`src/hdl/analog_bus_defs.svh`:
```
`ifndef ANALOG_BUS_DEFS_SVH
`define ANALOG_BUS_DEFS_SVH

// ****************************************
// Register offsets
// ****************************************
`define REG_CTRL        4'h0
`define REG_STATUS_OUT  4'h1
`define REG_SWITCH      4'h2
`define REG_CONV        4'h3
`define REG_RESULT      4'h4
`define REG_STATE       4'h5
`define REG_SERIAL      4'h6

// ****************************************
// Field positions and reset values
// ****************************************
`define CTRL_DAC_CLR    0
`define CTRL_DRV_EN     1
`define CTRL_SPARE      2
`define CTRL_RESET      3'h0
`define STATUS_RESET    4'h0
`define SS_SWITCH_MSB   11
`define SS_BOARD_LSB    12
`define STATE_SEQ_BUSY  0
`define STATE_RES_VALID 1
`define STATE_SER_BUSY  2
`define SER_BITS        24

// ****************************************
// Timing
// ****************************************
`define CLK_MHZ         200
`define CYC_UP(ns)      ((((ns) * `CLK_MHZ) + 999) / 1000)
`define SETUP_NS        5
`define STROBE_NS       20
`define AD_SETTLE_NS    100
`define SER_HALF_NS     50
`define BUS_CLK_HALF_NS 10
`define SETUP_CYC       `CYC_UP(`SETUP_NS)
`define STROBE_CYC      `CYC_UP(`STROBE_NS)
`define AD_SETTLE_CYC   `CYC_UP(`AD_SETTLE_NS)
`define SER_HALF_CYC    `CYC_UP(`SER_HALF_NS)
`define BUS_CLK_HALF_CYC `CYC_UP(`BUS_CLK_HALF_NS)

`endif

```
`src/hdl/analog_bus_pkg.sv`:
```
package analog_bus_pkg;

  typedef enum logic [2:0] {
    SEQ_IDLE,
    SEQ_SW_SETUP,
    SEQ_SW_STROBE,
    SEQ_AD_SETUP,
    SEQ_AD_STROBE,
    SEQ_AD_WAIT
  } seq_state_t;

  typedef struct packed {
    seq_state_t  st;
    logic [7:0]  cnt;
    logic [15:0] ss;
    logic [4:0]  sel;
    logic        wrss;
    logic        adstr;
    logic [17:0] result;
    logic        res_valid;
    logic [2:0]  ctrl;
    logic [3:0]  status;
    logic [7:0]  bdiv;
    logic        bclk;
    logic [23:0] ser_word;
    logic        ser_load;
    logic [31:0] rdata;
  } bus_state_t;

  typedef struct packed {
    logic        busy;
    logic        sck;
    logic [23:0] sh;
    logic [4:0]  bits;
    logic [7:0]  div;
  } ser_state_t;

endpackage

```
`src/hdl/analog_serial_tx.sv`:
```
`timescale 1ns/1ps
`include "analog_bus_defs.svh"

module analog_serial_tx (
  input  wire logic        mclk,
  input  wire logic        rst_sync_b,
  input  wire logic        load,
  input  wire logic [23:0] word,
  output logic             busy,
  output logic             sck,
  output logic             sdo
);

  analog_bus_pkg::ser_state_t s_q;
  analog_bus_pkg::ser_state_t s_d;

  // ****************************************
  // Shifter, MSB first, data moves on the falling clock
  // ****************************************
  always_comb begin
    s_d = s_q;
    if (!s_q.busy) begin
      if (load) begin
        s_d.busy = 1'b1;
        s_d.sh   = word;
        s_d.bits = 5'h00;
        s_d.div  = 8'h00;
        s_d.sck  = 1'b0;
      end
    end else if (s_q.div == 8'(`SER_HALF_CYC - 1)) begin
      s_d.div = 8'h00;
      if (!s_q.sck) begin
        s_d.sck = 1'b1;
      end else begin
        s_d.sck = 1'b0;
        s_d.sh  = {s_q.sh[22:0], 1'b0};
        if (s_q.bits == 5'(`SER_BITS - 1)) begin
          s_d.busy = 1'b0;
        end else begin
          s_d.bits = s_q.bits + 5'h01;
        end
      end
    end else begin
      s_d.div = s_q.div + 8'h01;
    end
  end

  always_ff @(posedge mclk or negedge rst_sync_b) begin
    if (!rst_sync_b) begin
      s_q <= '0;
    end else begin
      s_q <= s_d;
    end
  end

  assign busy = s_q.busy;
  assign sck  = s_q.sck;
  assign sdo  = s_q.sh[23];
endmodule

```
`src/hdl/timing_board_analog_bus.sv`:
```
// How it works
// - Bus bits 0-11 switches, 12-15 board select
// - Write strobe rises only on a valid bus
// - Five-bit select picks one of 32 converters
// - Read strobe pulse makes video board drive result
// - Result line 0 is the least significant bit
// - Asserted clear empties every analog board DAC
// - Enable on turns drivers and biases on
// - Device generates and drives the system clock
// - Device drives serial clock and data itself
// - Four status outputs, each set by software
// - Spare output holds level until rewritten
// - Enable, strobes, data, select, switches active high
// - DAC clear is active low
//
// Added by the designer: the plain strobed port and the register offsets.
`timescale 1ns/1ps
`include "analog_bus_defs.svh"

module timing_board_analog_bus (
  input  wire logic        mclk,
  input  wire logic        rst_b,
  input  wire logic [3:0]  reg_addr,
  input  wire logic [31:0] reg_wdata,
  input  wire logic        reg_wr,
  input  wire logic        reg_rd,
  output logic      [31:0] reg_rdata,
  output logic      [15:0] switch_state_bus,
  output logic             switch_write_strobe,
  output logic      [4:0]  converter_select,
  output logic             converter_read_strobe,
  input  wire logic [17:0] converter_result_lines,
  output logic             dac_clear_all_b,
  output logic             driver_output_enable,
  output logic             system_bus_clock,
  output logic             analog_serial_clock,
  output logic             analog_serial_data,
  output logic      [3:0]  general_status_outputs,
  output logic             spare_latched_output
);

  // ****************************************
  // Reset release
  // ****************************************
  logic rst_meta_q;
  logic rst_sync_b;

  always_ff @(posedge mclk or negedge rst_b) begin
    if (!rst_b) begin
      rst_meta_q <= 1'b0;
      rst_sync_b <= 1'b0;
    end else begin
      rst_meta_q <= 1'b1;
      rst_sync_b <= rst_meta_q;
    end
  end

  // ****************************************
  // State
  // ****************************************
  analog_bus_pkg::bus_state_t s_q;
  analog_bus_pkg::bus_state_t s_d;
  logic                       ser_busy;

  function automatic logic hit(input logic [3:0] addr, input logic [3:0] offs);
    hit = (addr == offs);
  endfunction

  logic wr_ctrl;
  logic wr_status;
  logic wr_switch;
  logic wr_conv;
  logic wr_serial;
  logic seq_idle;

  assign wr_ctrl   = reg_wr && hit(reg_addr, `REG_CTRL);
  assign wr_status = reg_wr && hit(reg_addr, `REG_STATUS_OUT);
  assign wr_switch = reg_wr && hit(reg_addr, `REG_SWITCH);
  assign wr_conv   = reg_wr && hit(reg_addr, `REG_CONV);
  assign wr_serial = reg_wr && hit(reg_addr, `REG_SERIAL);
  assign seq_idle  = (s_q.st == analog_bus_pkg::SEQ_IDLE);

  // ****************************************
  // Next state
  // ****************************************
  always_comb begin
    s_d          = s_q;
    s_d.ser_load = 1'b0;

    if (wr_ctrl) begin
      s_d.ctrl = reg_wdata[2:0];
    end
    if (wr_status) begin
      s_d.status = reg_wdata[3:0];
    end
    if (wr_serial && !ser_busy && !s_q.ser_load) begin
      s_d.ser_word = reg_wdata[23:0];
      s_d.ser_load = 1'b1;
    end

    // Reading the result consumes it; a sample in the same cycle wins
    if (reg_rd && hit(reg_addr, `REG_RESULT)) begin
      s_d.res_valid = 1'b0;
    end

    // System clock divider
    if (s_q.bdiv == 8'(`BUS_CLK_HALF_CYC - 1)) begin
      s_d.bdiv = 8'h00;
      s_d.bclk = !s_q.bclk;
    end else begin
      s_d.bdiv = s_q.bdiv + 8'h01;
    end

    case (s_q.st)
      analog_bus_pkg::SEQ_IDLE: begin
        s_d.cnt = 8'h00;
        if (wr_switch) begin
          s_d.ss = reg_wdata[15:0];
          s_d.st = analog_bus_pkg::SEQ_SW_SETUP;
        end else if (wr_conv) begin
          s_d.sel       = reg_wdata[4:0];
          s_d.res_valid = 1'b0;
          s_d.st        = analog_bus_pkg::SEQ_AD_SETUP;
        end
      end
      analog_bus_pkg::SEQ_SW_SETUP: begin
        if (s_q.cnt == 8'(`SETUP_CYC - 1)) begin
          s_d.cnt  = 8'h00;
          s_d.wrss = 1'b1;
          s_d.st   = analog_bus_pkg::SEQ_SW_STROBE;
        end else begin
          s_d.cnt = s_q.cnt + 8'h01;
        end
      end
      analog_bus_pkg::SEQ_SW_STROBE: begin
        if (s_q.cnt == 8'(`STROBE_CYC - 1)) begin
          s_d.cnt  = 8'h00;
          s_d.wrss = 1'b0;
          s_d.st   = analog_bus_pkg::SEQ_IDLE;
        end else begin
          s_d.cnt = s_q.cnt + 8'h01;
        end
      end
      analog_bus_pkg::SEQ_AD_SETUP: begin
        if (s_q.cnt == 8'(`SETUP_CYC - 1)) begin
          s_d.cnt   = 8'h00;
          s_d.adstr = 1'b1;
          s_d.st    = analog_bus_pkg::SEQ_AD_STROBE;
        end else begin
          s_d.cnt = s_q.cnt + 8'h01;
        end
      end
      analog_bus_pkg::SEQ_AD_STROBE: begin
        if (s_q.cnt == 8'(`STROBE_CYC - 1)) begin
          s_d.cnt   = 8'h00;
          s_d.adstr = 1'b0;
          s_d.st    = analog_bus_pkg::SEQ_AD_WAIT;
        end else begin
          s_d.cnt = s_q.cnt + 8'h01;
        end
      end
      analog_bus_pkg::SEQ_AD_WAIT: begin
        // Select stays put until the video board's value is taken
        if (s_q.cnt == 8'(`AD_SETTLE_CYC - 1)) begin
          s_d.cnt       = 8'h00;
          s_d.result    = converter_result_lines;
          s_d.res_valid = 1'b1;
          s_d.st        = analog_bus_pkg::SEQ_IDLE;
        end else begin
          s_d.cnt = s_q.cnt + 8'h01;
        end
      end
      default: begin
        s_d.st    = analog_bus_pkg::SEQ_IDLE;
        s_d.wrss  = 1'b0;
        s_d.adstr = 1'b0;
      end
    endcase

    // Read data for the cycle after the strobe
    s_d.rdata = 32'h0000_0000;
    if (reg_rd) begin
      if (hit(reg_addr, `REG_CTRL)) begin
        s_d.rdata = 32'(s_q.ctrl);
      end else if (hit(reg_addr, `REG_STATUS_OUT)) begin
        s_d.rdata = 32'(s_q.status);
      end else if (hit(reg_addr, `REG_SWITCH)) begin
        s_d.rdata = 32'(s_q.ss);
      end else if (hit(reg_addr, `REG_CONV)) begin
        s_d.rdata = 32'(s_q.sel);
      end else if (hit(reg_addr, `REG_RESULT)) begin
        s_d.rdata = 32'(s_q.result);
      end else if (hit(reg_addr, `REG_STATE)) begin
        s_d.rdata[`STATE_SEQ_BUSY]  = !seq_idle;
        s_d.rdata[`STATE_RES_VALID] = s_q.res_valid;
        s_d.rdata[`STATE_SER_BUSY]  = ser_busy || s_q.ser_load;
      end else if (hit(reg_addr, `REG_SERIAL)) begin
        s_d.rdata = 32'(s_q.ser_word);
      end
    end
  end

  always_ff @(posedge mclk or negedge rst_sync_b) begin
    if (!rst_sync_b) begin
      s_q        <= '0;
      s_q.st     <= analog_bus_pkg::SEQ_IDLE;
      s_q.ctrl   <= `CTRL_RESET;
      s_q.status <= `STATUS_RESET;
    end else begin
      s_q <= s_d;
    end
  end

  // ****************************************
  // Serial link
  // ****************************************
  analog_serial_tx u_serial (
    .mclk       (mclk),
    .rst_sync_b (rst_sync_b),
    .load       (s_q.ser_load),
    .word       (s_q.ser_word),
    .busy       (ser_busy),
    .sck        (analog_serial_clock),
    .sdo        (analog_serial_data)
  );

  // ****************************************
  // Outputs
  // ****************************************
  assign reg_rdata              = s_q.rdata;
  assign switch_state_bus       = s_q.ss;
  assign switch_write_strobe    = s_q.wrss;
  assign converter_select       = s_q.sel;
  assign converter_read_strobe  = s_q.adstr;
  assign dac_clear_all_b        = !s_q.ctrl[`CTRL_DAC_CLR];
  assign driver_output_enable   = s_q.ctrl[`CTRL_DRV_EN];
  assign spare_latched_output   = s_q.ctrl[`CTRL_SPARE];
  assign general_status_outputs = s_q.status;
  assign system_bus_clock       = s_q.bclk;
endmodule

```
`config.mk`:
```
export PLATFORM = sky130hd
export DESIGN_NAME = timing_board_analog_bus
export DESIGN_NICKNAME = d
export VERILOG_FILES = /design/src/hdl/analog_bus_pkg.sv /design/src/hdl/analog_serial_tx.sv /design/src/hdl/timing_board_analog_bus.sv
export VERILOG_INCLUDE_DIRS = /design/src /design/src/hdl
export SDC_FILE = /design/constraint.sdc
export NUM_CORES = 1
export LEC_CHECK = 0
export BUFFER_PORTS_ARGS = -buffer_cell sky130_fd_sc_hd__buf_2
export CAP_MARGIN = 30
export CORE_MARGIN = 4
export CORE_UTILIZATION = 57
export CTS_CLUSTER_SIZE = 20
export DETAILED_ROUTE_END_ITERATION = 10
export PLACE_DENSITY = 0.8
export SLEW_MARGIN = 15
export SYNTH_ARGS = -nofsm -noshare
export SYNTH_HDL_FRONTEND = slang
export SYNTH_HIERARCHICAL = 1
export SYNTH_SLANG_ARGS = --single-unit
```
`constraint.sdc`:
```
create_clock -name mclk -period 5.5 [get_ports mclk]
set_input_delay 1.1 -clock mclk [delete_from_list [all_inputs] [get_ports mclk]]
set_output_delay 1.1 -clock mclk [all_outputs]
set_load 0.05 [all_outputs]
```
==> summary.md <==
| Metric | Value |
|---|---|
| Result of the run | finished, final reports clean |
| Synth Cell Area | 0.00753 mm² |
| Achievable frequency | 320 MHz |
| All-Layer GR Usage | 21.5% |
| Synthesis-to-finish area growth | 11.5% |
| Post-CTS resize count | 0 |
| Top cells by area, synth | dfrtp_1, mux2_2, buf_4, a22o_1, a21o_1 |
| Post-Place Setup Slack | 1.94 ns |
| Max_cap viols | 0 |
| Most common cell in the netlist | dfrtp_1 |
| Via count | 5,145 |
| TritonCTS Sinks | 159 |
| CORE AREA | 0.0128 mm² |
| R2R setup slack | 3.01 ns |
| Final Hold Fails | 0 |
| Largest net degree at the start of global routing | between 70 and 80 |
| Flip-flop and latch count after synthesis | 159 |
| Hold Path Class | register to async pin |
| Row cnt | 41 |
| Reg power frac | a little under half |
| Library cells used by synthesis | 59 |
| Post-synth top flop | dfrtp_1 |
| Htree depth | 4 |
| Startpoint types | input pin |
| Initial antenna violation count | 0 |
| Post-synthesis cell count | 634 |
| Post-DR wirelength/cell | about 18 µm |
| Slew margin rel. | 35.2% |
| Via density | 5.90 |
| # IOs | ~120 |
| DR iter-0 viols | 576 |
| Worst setup EP type | register |
| Top post-synthesis cells by count | dfrtp_1, mux2_2, buf_4 |
| Number of enable flip-flop cells after synthesis | 0 |
| Slew Viols, Final | 0 |
| Clock Latency Late Sink | 0.43 ns |
| Die W | 123 µm |
| CTS Buffer Depth | 2 |
| Post-synthesis sequential area ratio | a little over half |
| Yosys top cell by area | dfrtp_1 |
| Leak | 0.00426 µW |
| Nets | 752 |
| Max Clock Skew | 0.00892 ns |
| Final Cycle Share | approximately 57% |
| DR pass1 iterations | 6 |
| Setup Buffers After CTS | 0 |
| Post-CTS Hold Buffers | 0 |
| First-pass GRT wire length | around 25,000 µm |
| Switching Power | about 1100 µW |
| Critical path fanouts, max | 18 |
| R2R depth | 6 |
| TritonCTS clock tree | done |
| Port Buf Inserts | 106 |
| WP data required | 5.81 ns |
| Clock buffer count from CTS | 17 |
| Setup CP Type | input pin to register |
| FFs w/ async S/R, synth | 100% |
| CTS clock-pin slew for the worst setup and hold paths | 0.06 ns |
| RSZ-0062 raised after global routing | no |
| Initial Util | 58.9% |
| GRT Residual Overflow | 0 |
| Syn Area/Cell | 11.9 µm² |
| Tightest Pin Transition | 0.968 ns |
| Crit path arrival time | 3.44 ns |
| Hold_ws | 0.188 ns |
| Switching share of power | 33.1% |
| Critical R2R Launch | u_serial/s_q[0]$_DFFE_PN0P_ |
| CTS Root Cell | clkbuf_16 |
| Setup_tns | 0 ns |
| Die height | between 100 and 150 µm |
| Comb power frac | 20.1% |
| N_diodes | 0 |
| Power Dens Cells | 400 mW/mm² |
| DIE AREA | 0.0151 mm² |
| Worst setup margin | between 2 and 2.5 ns |
| Top cell type's share of synthesized area | 52.8% |
| FILL cells | between 900 and 1,000 |
| Final Total Pwr | 3360 µW |
| Final Wtd Congestion | about 0.9 |
| RR Endpoint | u_serial/s_q[28]$_DFFE_PN0P_ |
| Fin util | 65.8% |
| Drt drc | 0 |
| Share of post-route cells with drive strength above 1 | 33.6% |
| Routed Antenna Nets | 0 |
| DP HPWL | 10,700 µm |
| DRT Wirelength | 15,800 µm |
| Final Critical Period | 3.13 ns |
| VDD IR max | 0.342 mV |
| Int Pwr | 2250 µW |
| Vias in the first global route | 5,055 |
| Clk pwr share | about 34% |
| Setup-failing EPs final | 0 |
| Warnings, synthesis | 6 |
-- kinds of logic after synthesis --
| kind of cell | count (synthesis) | synth area share [%] |
|---|---|---|
| AO/OA/AOI/OAI | 132 | 12.5 |
| multiplexers | 82 | 12.6 |
| AND/OR/NAND/NOR | 141 | 10.9 |
| flip-flops | 159 | 52.8 |
| XOR/XNOR | 10 | 1.16 |
| other | 2 | 0.0997 |
| buffers and inverters | 101 | 8.76 |
| adder cells (fa/ha/maj) | 7 | 1.16 |
-- registers in the layout (all words and copies together) (netlist names) --
register and cells:
u_serial/sdo 1, u_serial/s_q 36, reg_rdata 24, switch_state_bus 16
u_serial/sck 1, switch_write_strobe 1, converter_read_strobe 1, u_serial/busy 1
general_status_outputs 4, rst_sync_b 1, driver_output_enable 1, s_q 64
system_bus_clock 1, spare_latched_output 1, rst_meta_q 1, converter_select 5
-- area by class of cell --
cell class / instances / area (µm²) / share of cell area [%]
Timing Repair Buffer: 114 / 629 / 7.49
Inverter: 14 / 52.6 / 0.626
Sequential cell: 159 / 3980 / 47.4
Clock inverter: 14 / 131 / 1.56
Tap cell: 172 / 215 / 2.56
Clock buffer: 18 / 439 / 5.23
Multi-Input combinational cell: 381 / 2950 / 35.1
-- through the flow --
stage / instances / cell area (µm²)
after CTS: 869 / 8350
after floorplan: 641 / 7560
final: 872 / 8400
after detailed placement: 837 / 7770
after global routing: 872 / 8400
after global placement: 835 / 7750
-- layout by cell type (no fill, tap or decap), drive strengths merged, types with 14 or more instances in the layout --
master / instances
mux2: 74
nand3: 19
clkbuf: 18
a21oi: 14
nand2: 30
a22o: 23
o21ai: 27
dfrtp: 159
inv: 19
a21o: 23
buf: 114
nor2: 36
-- worst max-delay path by stage --
stage | start | endpoint | slack [ns]
floorplan | rst_sync_b$_DFF_PN0_ | converter_read_strobe$_DFFE_PN0P_ | 0.74
global placement | reg_addr[1] | switch_state_bus[11]$_DFFE_PN0P_ | 2.04
detailed placement | reg_addr[1] | s_q[42]$_DFFE_PN0P_ | 1.94
CTS | reg_addr[1] | s_q[55]$_DFFE_PN0P_ | 2.41
global route | reg_addr[1] | switch_state_bus[6]$_DFFE_PN0P_ | 2.27
finish | reg_addr[1] | switch_state_bus[13]$_DFFE_PN0P_ | 2.37
-- power by group through the flow --
stage	Combinational (µW)	Clock [µW]	Sequential (µW)
2_1_floorplan	543	0	1540
3_3_place_gp	646	0	1540
3_5_place_dp	670	0	1550
4_1_cts	675	1150	1540
5_1_grt	733	1210	1560
6_report	674	1140	1540
-- worst max-delay path, cell delays in order --
cell	delay, ns
buf_2	0.36
nor4b_4	0.83
nand3_2	0.65
mux2_2	0.48
-- per-layer routing --
| metal | wire [µm] | GRT usage (%) | vias up |
|---|---|---|---|
| li1 | - | - | 2334 |
| met1 | 6550 | 28.1 | 2583 |
| met2 | 8020 | 35.8 | 198 |
| met3 | 939 | 4.44 | 30 |
| met4 | 262 | 7.91 | 0 |
| met5 | 0 | 0 | - |
(Power assumes the default switching activity.)
